--- src/rtl/etu_pkg.sv ---
// Package of constants and types for the exception and timer unit
package etu_pkg;

    // ==========================================================
    // Register offsets (byte addresses)
    localparam logic [7:0] OFF_SAVE_RESTORE_ZERO = 8'h00;
    localparam logic [7:0] OFF_SAVE_RESTORE_ONE = 8'h04;
    localparam logic [7:0] OFF_CRITICAL_SAVE_ADDR = 8'h08;
    localparam logic [7:0] OFF_CRITICAL_SAVE_STATE = 8'h0C;
    localparam logic [7:0] OFF_MACHINE_STATE = 8'h10;
    localparam logic [7:0] OFF_TIMER_STATUS = 8'h14;
    localparam logic [7:0] OFF_TIMER_CONTROL = 8'h18;
    localparam logic [7:0] OFF_PIT = 8'h1C;
    localparam logic [7:0] OFF_TB_LO = 8'h20;
    localparam logic [7:0] OFF_TB_HI = 8'h24;
    localparam logic [7:0] OFF_EXT_MASK = 8'h28;

    // ==========================================================
    // Field positions
    localparam int TCR_PIT_IE = 0;
    localparam int TCR_PIT_AUTO = 1;
    localparam int TCR_FIT_SEL = 2;
    localparam int TCR_FIT_IE = 4;
    localparam int TCR_WDT_SEL = 5;
    localparam int TCR_WDT_RST = 7;
    localparam int TCR_WDT_IE = 9;
    localparam int TCR_TB_EXT = 10;
    localparam int TSR_PIT = 0;
    localparam int TSR_FIT = 1;
    localparam int TSR_WDT_STAGE = 2;
    localparam int TSR_WDT_INT = 3;
    localparam int MSR_EE = 15;
    localparam int MSR_CE = 17;
    localparam int EXT_CRIT_MASK = 5;

    // Time base taps for the fixed interval and watchdog periods
    localparam int FIT_TAP [4] = '{9, 13, 17, 21};
    localparam int WDT_TAP [4] = '{17, 21, 25, 29};

    // ==========================================================
    // Reset values and vectors
    localparam logic [31:0] MSR_RST = 32'h0000_0000;
    localparam logic [31:0] TCR_RST = 32'h0000_0000;
    localparam logic [31:0] EXT_MASK_RST = 32'h0000_0000;
    localparam logic [31:0] VEC_BASE = 32'h0000_0000;
    localparam int VEC_SHIFT = 8;

    // ==========================================================
    // Types
    typedef enum logic [3:0] {
        EXC_NONE, EXC_RESET, EXC_MCHECK, EXC_DEBUG, EXC_CRIT, EXC_WDOG,
        EXC_PROG, EXC_ALIGN, EXC_EXT, EXC_FIT, EXC_PIT
    } etu_cause_t;

    typedef struct packed {
        logic [31:0] fault_pc;
        logic [31:0] next_pc;
        logic drained;
        logic multicycle;
        logic syscall;
    } etu_pipe_t;

    typedef struct packed {
        logic mcheck;
        logic debug;
        logic prog;
        logic align;
    } etu_sync_req_t;

    typedef struct packed {
        logic valid;
        logic [31:0] pc;
        etu_cause_t cause;
        logic critical;
    } etu_redirect_t;

endpackage

--- src/rtl/etu_top.sv ---
// Exception prioritisation, context save/restore and timer facility
// ==========================================================
// Operation
// - One exception serviced at a time
// - Pending exceptions taken by fixed priority
// - Reset and machine check imprecise, others precise
// - Wait drain; faulting or next address saved
// - Critical: check, debug, pin, first watchdog
// - Noncritical saves address, state; updates state
// - Multicycle operation aborted, own address saved
// - Normal return restores address and state
// - Critical uses third, fourth save registers
// - Six maskable external inputs, one critical
// - 64-bit time base, selectable timer clock
// - Time base wrap raises nothing
// - 32-bit preloaded interval counter decrements
// - At zero: stop, flag, request interrupt
// - Auto-reload restarts from last written value
// - Interval timer interrupt enable in control
// - Four fixed periods, enable in control
// - Rising selected bit sets fixed flag
// - Watchdog: four periods, reset after two
`timescale 1ns/1ps
module etu_top
    import etu_pkg::*;
(
    // Clock, reset, enable
    input wire logic aclk,
    input wire logic aresetn,
    input wire logic ce,
    // AXI4-Lite slave
    input wire logic [7:0] s_axi_awaddr,
    input wire logic s_axi_awvalid,
    output logic s_axi_awready,
    input wire logic [31:0] s_axi_wdata,
    input wire logic [3:0] s_axi_wstrb,
    input wire logic s_axi_wvalid,
    output logic s_axi_wready,
    output logic [1:0] s_axi_bresp,
    output logic s_axi_bvalid,
    input wire logic s_axi_bready,
    input wire logic [7:0] s_axi_araddr,
    input wire logic s_axi_arvalid,
    output logic s_axi_arready,
    output logic [31:0] s_axi_rdata,
    output logic [1:0] s_axi_rresp,
    output logic s_axi_rvalid,
    input wire logic s_axi_rready,
    // Pipeline side
    input wire etu_pipe_t pipe,
    input wire etu_sync_req_t sync_req,
    input wire logic sys_reset_req,
    input wire logic ret_normal,
    input wire logic ret_critical,
    output etu_redirect_t redirect,
    output logic abort_multicycle,
    output logic [31:0] machine_state,
    // Pins
    input wire logic critical_interrupt_pin_n,
    input wire logic [4:0] ext_irq_pin,
    input wire logic timer_clk_pin,
    // Watchdog reset request
    output logic wdt_reset,
    output logic [1:0] wdt_reset_type
);

    // ==========================================================
    // Helpers
    function automatic logic is_crit(input etu_cause_t c);
        return (c == EXC_MCHECK) || (c == EXC_DEBUG) || (c == EXC_CRIT) || (c == EXC_WDOG);
    endfunction
    function automatic logic reg_known(input logic [7:0] a);
        return (a <= OFF_EXT_MASK) && (a[1:0] == 2'h0);
    endfunction
    function automatic logic [31:0] strb_mask(input logic [3:0] s);
        return {{8{s[3]}}, {8{s[2]}}, {8{s[1]}}, {8{s[0]}}};
    endfunction

    // ==========================================================
    // Pin synchronisers
    logic [6:0] pin_meta_ff;
    logic [6:0] pin_sync_ff;
    logic tclk_prev_ff;
    always_ff @(posedge aclk) begin
        if (!aresetn) begin
            pin_meta_ff <= 7'h40;
            pin_sync_ff <= 7'h40;
            tclk_prev_ff <= 1'b0;
        end else if (ce) begin
            pin_meta_ff <= {critical_interrupt_pin_n, timer_clk_pin, ext_irq_pin};
            pin_sync_ff <= pin_meta_ff;
            tclk_prev_ff <= pin_sync_ff[5];
        end
    end
    wire [4:0] ext_sync = pin_sync_ff[4:0];
    wire tclk_sync = pin_sync_ff[5];
    wire crit_pin_n_sync = pin_sync_ff[6];

    // ==========================================================
    // AXI4-Lite slave
    logic [31:0] save_restore_zero_ff, save_restore_one_ff, critical_save_addr_ff, critical_save_state_ff, msr_ff;
    logic [31:0] tsr_ff, tcr_ff, pit_ff, pit_reload_ff, ext_mask_ff;
    logic [63:0] tb_ff;
    logic aw_v_ff, w_v_ff, bvalid_ff, rvalid_ff;
    logic [7:0] aw_addr_ff;
    logic [31:0] w_data_ff, rdata_ff;
    logic [3:0] w_strb_ff;
    logic [1:0] bresp_ff, rresp_ff;
    logic [31:0] rd_mux;

    assign s_axi_awready = !aw_v_ff && !bvalid_ff;
    assign s_axi_wready = !w_v_ff && !bvalid_ff;
    assign s_axi_arready = !rvalid_ff;
    wire aw_hs = s_axi_awvalid && s_axi_awready;
    wire w_hs = s_axi_wvalid && s_axi_wready;
    wire ar_hs = s_axi_arvalid && s_axi_arready;
    wire wr_go = aw_v_ff && w_v_ff && !bvalid_ff;
    wire [31:0] wmask = strb_mask(w_strb_ff);
    wire [31:0] wbits = w_data_ff & wmask;
    wire wr_save_restore_zero = wr_go && (aw_addr_ff == OFF_SAVE_RESTORE_ZERO);
    wire wr_save_restore_one = wr_go && (aw_addr_ff == OFF_SAVE_RESTORE_ONE);
    wire wr_critical_save_addr = wr_go && (aw_addr_ff == OFF_CRITICAL_SAVE_ADDR);
    wire wr_critical_save_state = wr_go && (aw_addr_ff == OFF_CRITICAL_SAVE_STATE);
    wire wr_msr = wr_go && (aw_addr_ff == OFF_MACHINE_STATE);
    wire wr_tsr = wr_go && (aw_addr_ff == OFF_TIMER_STATUS);
    wire wr_tcr = wr_go && (aw_addr_ff == OFF_TIMER_CONTROL);
    wire wr_pit = wr_go && (aw_addr_ff == OFF_PIT);
    wire wr_mask = wr_go && (aw_addr_ff == OFF_EXT_MASK);

    always_comb begin
        unique case (s_axi_araddr)
            OFF_SAVE_RESTORE_ZERO: rd_mux = save_restore_zero_ff;
            OFF_SAVE_RESTORE_ONE: rd_mux = save_restore_one_ff;
            OFF_CRITICAL_SAVE_ADDR: rd_mux = critical_save_addr_ff;
            OFF_CRITICAL_SAVE_STATE: rd_mux = critical_save_state_ff;
            OFF_MACHINE_STATE: rd_mux = msr_ff;
            OFF_TIMER_STATUS: rd_mux = tsr_ff;
            OFF_TIMER_CONTROL: rd_mux = tcr_ff;
            OFF_PIT: rd_mux = pit_ff;
            OFF_TB_LO: rd_mux = tb_ff[31:0];
            OFF_TB_HI: rd_mux = tb_ff[63:32];
            OFF_EXT_MASK: rd_mux = ext_mask_ff;
            default: rd_mux = 32'h0000_0000;
        endcase
    end

    always_ff @(posedge aclk) begin
        if (!aresetn) begin
            aw_v_ff <= 1'b0;
            w_v_ff <= 1'b0;
            bvalid_ff <= 1'b0;
            rvalid_ff <= 1'b0;
            aw_addr_ff <= 8'h00;
            w_data_ff <= 32'h0000_0000;
            w_strb_ff <= 4'h0;
            bresp_ff <= 2'h0;
            rresp_ff <= 2'h0;
            rdata_ff <= 32'h0000_0000;
        end else if (ce) begin
            if (aw_hs) begin
                aw_v_ff <= 1'b1;
                aw_addr_ff <= s_axi_awaddr;
            end
            if (w_hs) begin
                w_v_ff <= 1'b1;
                w_data_ff <= s_axi_wdata;
                w_strb_ff <= s_axi_wstrb;
            end
            if (wr_go) begin
                aw_v_ff <= 1'b0;
                w_v_ff <= 1'b0;
                bvalid_ff <= 1'b1;
                bresp_ff <= reg_known(aw_addr_ff) ? 2'h0 : 2'h2;
            end else if (s_axi_bready) begin
                bvalid_ff <= 1'b0;
            end
            if (ar_hs) begin
                rvalid_ff <= 1'b1;
                rdata_ff <= rd_mux;
                rresp_ff <= reg_known(s_axi_araddr) ? 2'h0 : 2'h2;
            end else if (s_axi_rready) begin
                rvalid_ff <= 1'b0;
            end
        end
    end
    assign s_axi_bvalid = bvalid_ff;
    assign s_axi_bresp = bresp_ff;
    assign s_axi_rvalid = rvalid_ff;
    assign s_axi_rdata = rdata_ff;
    assign s_axi_rresp = rresp_ff;

    // ==========================================================
    // Timers
    wire tb_tick = tcr_ff[TCR_TB_EXT] ? (tclk_sync && !tclk_prev_ff) : 1'b1;
    wire [63:0] nxt_tb = tb_tick ? tb_ff + 64'h1 : tb_ff; // Wrap is silent
    wire [1:0] fit_sel = tcr_ff[TCR_FIT_SEL +: 2];
    wire [1:0] wdt_sel = tcr_ff[TCR_WDT_SEL +: 2];
    wire [1:0] wdt_type = tcr_ff[TCR_WDT_RST +: 2];
    wire fit_bit = tb_ff[FIT_TAP[fit_sel]];
    wire wdt_bit = tb_ff[WDT_TAP[wdt_sel]];
    logic fit_prev_ff, wdt_prev_ff, wdt_reset_ff;
    logic [1:0] wdt_type_ff;
    wire fit_rise = fit_bit && !fit_prev_ff;
    wire wdt_rise = wdt_bit && !wdt_prev_ff;
    wire wdt_first = wdt_rise && !tsr_ff[TSR_WDT_STAGE];
    wire wdt_second = wdt_rise && tsr_ff[TSR_WDT_STAGE] && (wdt_type != 2'h0);

    // Decrement stalls at zero; reload only when auto mode is on
    wire pit_hit = tb_tick && (pit_ff == 32'h0000_0001);
    wire [31:0] pit_dec = (tb_tick && pit_ff != 32'h0000_0000) ? pit_ff - 32'h1 : pit_ff;
    wire [31:0] pit_wr = (pit_reload_ff & ~wmask) | wbits;
    wire [31:0] nxt_pit = wr_pit ? pit_wr :
        (pit_hit && tcr_ff[TCR_PIT_AUTO]) ? pit_reload_ff : pit_dec;

    // Hardware set wins over software clear
    wire [31:0] tsr_set = (32'(pit_hit) << TSR_PIT) | (32'(fit_rise) << TSR_FIT) |
        (32'(wdt_first) << TSR_WDT_STAGE) | (32'(wdt_first) << TSR_WDT_INT);
    wire [31:0] nxt_tsr = (tsr_ff & ~(wr_tsr ? wbits : 32'h0)) | tsr_set;

    always_ff @(posedge aclk) begin
        if (!aresetn) begin
            tb_ff <= 64'h0;
            pit_ff <= 32'h0000_0000;
            pit_reload_ff <= 32'h0000_0000;
            tsr_ff <= 32'h0000_0000;
            tcr_ff <= TCR_RST;
            ext_mask_ff <= EXT_MASK_RST;
            fit_prev_ff <= 1'b0;
            wdt_prev_ff <= 1'b0;
            wdt_reset_ff <= 1'b0;
            wdt_type_ff <= 2'h0;
        end else if (ce) begin
            tb_ff <= nxt_tb;
            pit_ff <= nxt_pit;
            tsr_ff <= nxt_tsr;
            fit_prev_ff <= fit_bit;
            wdt_prev_ff <= wdt_bit;
            wdt_reset_ff <= wdt_second;
            wdt_type_ff <= wdt_second ? wdt_type : wdt_type_ff;
            pit_reload_ff <= wr_pit ? pit_wr : pit_reload_ff;
            tcr_ff <= wr_tcr ? ((tcr_ff & ~wmask) | wbits) : tcr_ff;
            ext_mask_ff <= wr_mask ? ((ext_mask_ff & ~wmask) | wbits) : ext_mask_ff;
        end
    end
    assign wdt_reset = wdt_reset_ff;
    assign wdt_reset_type = wdt_type_ff;

    // ==========================================================
    // Pending sources
    logic crit_pend_ff, reset_pend_ff;
    // Held causes are stale while redirect stands; the pipeline is flushing
    wire etu_sync_req_t sync_live = redirect.valid ? etu_sync_req_t'(4'h0) : sync_req;
    wire ee = msr_ff[MSR_EE];
    wire cen = msr_ff[MSR_CE];
    wire ext_pend = |(ext_sync & ext_mask_ff[4:0]) && ee;
    wire crit_ok = crit_pend_ff && ext_mask_ff[EXT_CRIT_MASK] && cen;
    wire wdog_pend = tsr_ff[TSR_WDT_INT] && tcr_ff[TCR_WDT_IE] && cen;
    wire fit_pend = tsr_ff[TSR_FIT] && tcr_ff[TCR_FIT_IE] && ee;
    wire pit_pend = tsr_ff[TSR_PIT] && tcr_ff[TCR_PIT_IE] && ee;

    // Fixed priority; system reset first, interval timer last
    wire etu_cause_t pick =
        reset_pend_ff ? EXC_RESET :
        sync_live.mcheck ? EXC_MCHECK :
        sync_live.debug ? EXC_DEBUG :
        crit_ok ? EXC_CRIT :
        wdog_pend ? EXC_WDOG :
        sync_live.prog ? EXC_PROG :
        sync_live.align ? EXC_ALIGN :
        ext_pend ? EXC_EXT :
        fit_pend ? EXC_FIT :
        pit_pend ? EXC_PIT : EXC_NONE;

    // ==========================================================
    // Exception sequencer
    typedef enum logic {ST_IDLE, ST_DRAIN} etu_state_t;
    etu_state_t state_ff;
    etu_cause_t cause_ff;
    logic was_multi_ff, syscall_ff;
    etu_redirect_t redir_ff;

    wire imprecise = (pick == EXC_RESET) || (pick == EXC_MCHECK);
    wire in_idle = (state_ff == ST_IDLE);
    wire start_precise = in_idle && (pick != EXC_NONE) && !imprecise;
    // Precise causes wait for all earlier instructions to retire
    wire take_fire = (in_idle && imprecise) || (!in_idle && pipe.drained);
    wire etu_cause_t take_cause = in_idle ? pick : cause_ff;
    wire take_crit = is_crit(take_cause);
    wire take_reset = (take_cause == EXC_RESET);
    wire sync_cause = (take_cause == EXC_DEBUG) || (take_cause == EXC_ALIGN) ||
        ((take_cause == EXC_PROG) && !syscall_ff);
    wire [31:0] ret_addr = (sync_cause || was_multi_ff) ? pipe.fault_pc : pipe.next_pc;
    assign abort_multicycle = !in_idle && was_multi_ff;

    wire [31:0] vec_pc = VEC_BASE | (32'(take_cause) << VEC_SHIFT);
    wire [31:0] msr_clr = take_crit ? ((32'h1 << MSR_EE) | (32'h1 << MSR_CE)) : (32'h1 << MSR_EE);
    wire do_rfi = ret_normal && !take_fire;
    wire do_rfci = ret_critical && !take_fire && !ret_normal;
    wire [31:0] nxt_msr = take_fire ? (take_reset ? MSR_RST : msr_ff & ~msr_clr) :
        do_rfi ? save_restore_one_ff :
        do_rfci ? critical_save_state_ff :
        wr_msr ? ((msr_ff & ~wmask) | wbits) : msr_ff;
    wire save_nc = take_fire && !take_crit && !take_reset;
    wire save_cr = take_fire && take_crit;
    wire [31:0] nxt_save_restore_zero = save_nc ? ret_addr : wr_save_restore_zero ? (save_restore_zero_ff & ~wmask) | wbits : save_restore_zero_ff;
    wire [31:0] nxt_save_restore_one = save_nc ? msr_ff : wr_save_restore_one ? (save_restore_one_ff & ~wmask) | wbits : save_restore_one_ff;
    wire [31:0] nxt_critical_save_addr = save_cr ? ret_addr : wr_critical_save_addr ? (critical_save_addr_ff & ~wmask) | wbits : critical_save_addr_ff;
    wire [31:0] nxt_critical_save_state = save_cr ? msr_ff : wr_critical_save_state ? (critical_save_state_ff & ~wmask) | wbits : critical_save_state_ff;
    wire etu_redirect_t nxt_redir = take_fire ? etu_redirect_t'{1'b1, vec_pc, take_cause, take_crit} :
        do_rfi ? etu_redirect_t'{1'b1, save_restore_zero_ff, EXC_NONE, 1'b0} :
        do_rfci ? etu_redirect_t'{1'b1, critical_save_addr_ff, EXC_NONE, 1'b1} : etu_redirect_t'{1'b0, 32'h0, EXC_NONE, 1'b0};
    // Pin pending sticks until taken; a new low on the take cycle wins
    wire nxt_crit_pend = !crit_pin_n_sync || (crit_pend_ff && !(take_fire && take_cause == EXC_CRIT));
    wire nxt_reset_pend = sys_reset_req || wdt_second || (reset_pend_ff && !(take_fire && take_reset));

    always_ff @(posedge aclk) begin
        if (!aresetn) begin
            state_ff <= ST_IDLE;
            cause_ff <= EXC_NONE;
            was_multi_ff <= 1'b0;
            syscall_ff <= 1'b0;
            redir_ff <= '{1'b0, 32'h0, EXC_NONE, 1'b0};
            crit_pend_ff <= 1'b0;
            reset_pend_ff <= 1'b0;
            msr_ff <= MSR_RST;
            save_restore_zero_ff <= 32'h0000_0000;
            save_restore_one_ff <= 32'h0000_0000;
            critical_save_addr_ff <= 32'h0000_0000;
            critical_save_state_ff <= 32'h0000_0000;
        end else if (ce) begin
            if (start_precise) begin
                state_ff <= ST_DRAIN;
                cause_ff <= pick;
                was_multi_ff <= pipe.multicycle;
                syscall_ff <= pipe.syscall;
            end else if (take_fire) begin
                state_ff <= ST_IDLE;
                was_multi_ff <= 1'b0;
            end
            redir_ff <= nxt_redir;
            crit_pend_ff <= nxt_crit_pend;
            reset_pend_ff <= nxt_reset_pend;
            msr_ff <= nxt_msr;
            save_restore_zero_ff <= nxt_save_restore_zero;
            save_restore_one_ff <= nxt_save_restore_one;
            critical_save_addr_ff <= nxt_critical_save_addr;
            critical_save_state_ff <= nxt_critical_save_state;
        end
    end
    assign redirect = redir_ff;
    assign machine_state = msr_ff;

    // ==========================================================
    // Assertions
    a_one_exception: assert property (@(posedge aclk) disable iff (!aresetn)
        ce && !in_idle && !pipe.drained |=> state_ff == ST_DRAIN && cause_ff == $past(cause_ff))
        else $error("second exception started before first taken");
    a_pit_lowest: assert property (@(posedge aclk) disable iff (!aresetn)
        pick == EXC_PIT |-> !fit_pend && !ext_pend && !crit_ok && !wdog_pend && !sync_live.prog)
        else $error("interval timer chosen over higher source");
    a_imprecise_now: assert property (@(posedge aclk) disable iff (!aresetn)
        ce && in_idle && sync_live.mcheck && !reset_pend_ff |=> redirect.valid && redirect.cause == EXC_MCHECK)
        else $error("machine check not taken at once");
    a_precise_wait: assert property (@(posedge aclk) disable iff (!aresetn)
        !in_idle && !pipe.drained |-> !take_fire)
        else $error("precise exception taken before drain");
    a_nc_save: assert property (@(posedge aclk) disable iff (!aresetn)
        ce && save_nc |=> save_restore_zero_ff == $past(ret_addr) && save_restore_one_ff == $past(msr_ff) && !msr_ff[MSR_EE])
        else $error("noncritical context not saved");
    a_crit_save: assert property (@(posedge aclk) disable iff (!aresetn)
        ce && save_cr |=> critical_save_addr_ff == $past(ret_addr) && critical_save_state_ff == $past(msr_ff) && save_restore_zero_ff == $past(save_restore_zero_ff))
        else $error("critical context not saved");
    a_rfi_restore: assert property (@(posedge aclk) disable iff (!aresetn)
        ce && do_rfi |=> msr_ff == $past(save_restore_one_ff) && redirect.pc == $past(save_restore_zero_ff))
        else $error("normal return did not restore");
    a_pit_zero: assert property (@(posedge aclk) disable iff (!aresetn)
        ce && pit_ff == 32'h0000_0001 && tb_tick && !wr_pit |=> tsr_ff[TSR_PIT] && (pit_ff == 32'h0 || tcr_ff[TCR_PIT_AUTO]))
        else $error("interval counter zero not flagged");
    a_pit_stall: assert property (@(posedge aclk) disable iff (!aresetn)
        ce && pit_ff == 32'h0 && !wr_pit |=> pit_ff == 32'h0)
        else $error("interval counter moved past zero");
    a_tb_wrap: assert property (@(posedge aclk) disable iff (!aresetn)
        ce && tb_tick && tb_ff == 64'hFFFF_FFFF_FFFF_FFFF |=> tb_ff == 64'h0)
        else $error("time base wrap wrong");
    a_fit_edge: assert property (@(posedge aclk) disable iff (!aresetn)
        ce && fit_rise |=> tsr_ff[TSR_FIT])
        else $error("fixed interval edge not flagged");
    a_wdt_second: assert property (@(posedge aclk) disable iff (!aresetn)
        ce && wdt_second |=> wdt_reset && wdt_reset_type == $past(wdt_type))
        else $error("watchdog second expiry gave no reset");
    c_crit_taken: cover property (@(posedge aclk) redirect.valid && redirect.cause == EXC_CRIT);
    c_pit_reload: cover property (@(posedge aclk) pit_hit && tcr_ff[TCR_PIT_AUTO]);
    c_drain_multi: cover property (@(posedge aclk) take_fire && was_multi_ff);
    c_wdt_reset: cover property (@(posedge aclk) wdt_reset);

endmodule

--- config.mk ---
export PLATFORM = sky130hd
export DESIGN_NAME = etu_top
export DESIGN_NICKNAME = d
export VERILOG_FILES = /design/src/rtl/etu_pkg.sv /design/src/rtl/etu_top.sv
export SDC_FILE = /design/constraint.sdc
export NUM_CORES = 2
export LEC_CHECK = 0
export ABC_AREA = 1
export BUFFER_PORTS_ARGS = -buffer_cell sky130_fd_sc_hd__buf_2
export CAP_MARGIN = 20
export CORE_UTILIZATION = 40
export CTS_BUF_LIST = sky130_fd_sc_hd__clkbuf_8
export DETAILED_ROUTE_END_ITERATION = 16
export SYNTH_ARGS = -nofsm -noshare
export SYNTH_HDL_FRONTEND = slang
export SYNTH_SLANG_ARGS = --single-unit
export TNS_END_PERCENT = 100
--- constraint.sdc ---
create_clock -name aclk -period 3.22 [get_ports aclk]
set_input_delay 0.161 -clock aclk [delete_from_list [all_inputs] [get_ports aclk]]
set_output_delay 0.161 -clock aclk [all_outputs]
set_load 0.01 [all_outputs]
==> results.json <==
{
  "avgSynthCellArea_um2": 6.56,
  "ant_nets": 0,
  "firstDrtPassIters": 7,
  "ys_ff_latch": 533,
  "tightestPinTransition_ns": 0.831,
  "core_area_mm2": 0.0689,
  "power_density_mw_per_mm2": 493,
  "io_pins": 256,
  "row_count": 96,
  "peakVddDrop_uv": 250,
  "synthFlopType": "dfxtp_1",
  "root_buffer": "clkbuf_8",
  "hold_violations": 0,
  "path_cells": "nand3_1 -> nand2_1 -> inv_1 -> a21oi_2 -> nand2_1 -> nand2_1 -> inv_2 -> nor2_2 -> nand2_1 -> nand2_1 -> nand3_2 -> nand2_4 -> clkbuf_16 -> nand2_1 -> nand2_1 -> dlygate4sd3_1 -> nor2_1 -> nor2_1 -> nor2_1",
  "synthTopCellsByArea": "dfxtp_1 38%, nand2_1 12%, inv_1 7.6%",
  "die_x_um": 267,
  "synth_edf_count": 0,
  "critical_path.slowest_cell": "dlygate4sd3_1",
  "cp_common_cell": "nand2_1",
  "wl_um": 108000,
  "yosysTopAreaCellShare": 0.380,
  "synth.most_common_cell": "nand2_1",
  "path_class": "flop to flop",
  "syn-cell-area_mm2": 0.0281,
  "areaGrowthSynthToFinish_pct": 20.2,
  "end_kind": "flop",
  "cts_max_path_buffers": 3,
  "drc": 0,
  "seq_area_frac_synth": 0.380,
  "antenna_found_initial": 3,
  "cts_made_buffers": 93,
  "reg2reg_depth": 19,
  "grt_overflow": 0,
  "p_leak_nw": 14.6,
  "grt_usage": 0.296,
  "synth_simple_gate_area_frac": 0.285,
  "ys_warn_count": 0,
  "critical_path_peak_fanout": 16,
  "max_cap_viol_count": 0,
  "startpoint_type": "flop",
  "synth_cell_types": 55,
  "fill_cells": 7130,
  "initial_core_util": 0.407,
  "hpwlAfterDp_um": 76100,
  "path_clk_slew_ns": 0.06,
  "finalCriticalPeriod_ns": 2.95,
  "min_path_cells": 6,
  "synthAdderAreaFrac": 0.00134,
  "synth_xor_area_frac": 0.00749,
  "port_buffers": 253,
  "synth_mux_area_frac": 0,
  "critPathArrivalTime_ns": 3.54,
  "hold_class": "primary input to flop",
  "rsz0062_at_grt": "false",
  "synth_top_family_by_area": "simple AND/OR/NAND/NOR gates",
  "cp_top_family": "simple AND/OR/NAND/NOR gates",
  "fmax_mhz": 339,
  "cts_sinks": 533,
  "holdWs_ns": 0.0303,
  "fin_skew_ns": 0.0542,
  "seqCellArea_mm2": 0.0107,
  "max_slew_margin": 0.445,
  "drive_above_1_share": 0.116,
  "ys_top_cells_by_count": "918 x nand2_1, 567 x inv_1, 533 x dfxtp_1",
  "cp.required_ns": 3.81,
  "gp_congestion": 0.926,
  "synthArstFlopShare": 0,
  "vias_per_cell": 5.36,
  "grt_pass1_vias": 27500,
  "multi_input_area_mm2": 0.0142,
  "syn-instance-count": 4280,
  "synth_compound_area_frac": 0.208,
  "synth_top_area_cell": "dfxtp_1",
  "grt_pass1_wl_um": 164000,
  "fin_setup_tns_ns": 0,
  "utilization": 0.489,
  "die_h_um": 267,
  "grt_start_max_net_pins": 134,
  "period_share": 0.916,
  "wl_per_cell_um": 19.3,
  "placed_area_mm2": 0.0302,
  "fin_area_mm2": 0.0337,
  "vias": 30100,
  "min_from": "pipe[7]",
  "dieArea_mm2": 0.0712,
  "num-nets-final": 4766,
  "worstSkewPairLatency_ns": 0.72,
  "r2r_setup_slack_ns": 0.27,
  "setup_viol": 0,
  "drv_slew": 0,
  "cts_tree": "built",
  "outcome": "finished clean",
  "cp_num_buf_inv": 4,
  "drtIter0Drc": 3406,
  "htreeDepth": 3,
  "critPathMaxStageDelay_ns": 0.59
}
[power breakdown]
part,internal [mW],leakage [nW],switching [mW]
sequential,6.87,4.32,0.201
combinational,1.06,9.17,2.04
clock,3.49,1.07,2.99
total,11.4,14.6,5.23
[area by class of cell]
class,count,share of cell area
Sequential cell,533,0.316
Tap cell,931,0.0345
Inverter,581,0.0649
Antenna cell,3,0.000223
Clock buffer,121,0.0494
Multi-Input combinational cell,2922,0.420
Timing Repair Buffer,491,0.108
Clock inverter,39,0.00649
[metal layers]
metal | vias up | global-route usage | part of all wire | wire [um]
met4 | 4 | 0.113 | 0.034 | 3670
met3 | 173 | 0.0411 | 0.083 | 9030
li1 | 14800 | - | - | -
met1 | 13900 | 0.422 | 0.45 | 48800
met5 | - | 0 | 0.00020 | 22
met2 | 1282 | 0.450 | 0.43 | 46700
[what timing repair did]
item	4_1_cts	5_1_grt
hold buffers	159	0
endpoints found under the hold margin	161	0
resized for setup	0	11
setup buffers	0	0
endpoints found under the setup margin	0	64
[cell families (layout without fill, tap and decap cells)]
| kind of cell | Yosys count | after routing |
|---|---|---|
| buf+inv | 826 | 1232 |
| flops | 533 | 533 |
| simple gates | 1858 | 1858 |
| compound gates | 1035 | 1035 |
| xor+xnor | 24 | 24 |
| other cells | 1 | 5 |
| fa+ha+maj | 3 | 3 |
[cells in the final DEF, fill, tap and decap left out, types with 140 or more instances in the layout]
master	instances
dfxtp_1	531
dlygate4sd3_1	159
inv_1	595
nand3_1	155
o22ai_1	140
o21ai_0	354
nor2_1	517
nand2_1	917
a21oi_1	377
buf_2	251
[per-stage QoR]
| step | std cells | worst slack [ns] | total power [mW] |
|---|---|---|---|
| floorplan | 4281 | 1.04 | 9.08 |
| global placement | 5298 | 0.413 | 9.91 |
| CTS | 5617 | 0.122 | 16.6 |
| global route | 5620 | 0.0101 | 17.4 |
| finish | 5621 | 0.269 | 16.6 |
| detailed placement | 5298 | 0.344 | 9.92 |
[how the worst max path moves through the flow]
stage	from	endpoint	slack, ns	depth (start not counted)
floorplan	redirect[37]	flop	1.04	20
global placement	pin_sync_ff[3]	flop	0.41	17
detailed placement	flop	flop	0.34	17
CTS	machine_state[15]	flop	0.12	21
global route	flop	flop	0.01	21
finish	flop	flop	0.27	19
[worst min-delay path, stage by stage]
cell and delay [ns]:
buf_2 0.07, nand3b_1 0.09, nand2_1 0.11, nor2_1 0.10, nor2_1 0.05, nor2_1 0.09
Note: power is estimated with default switching activity, not from simulation.
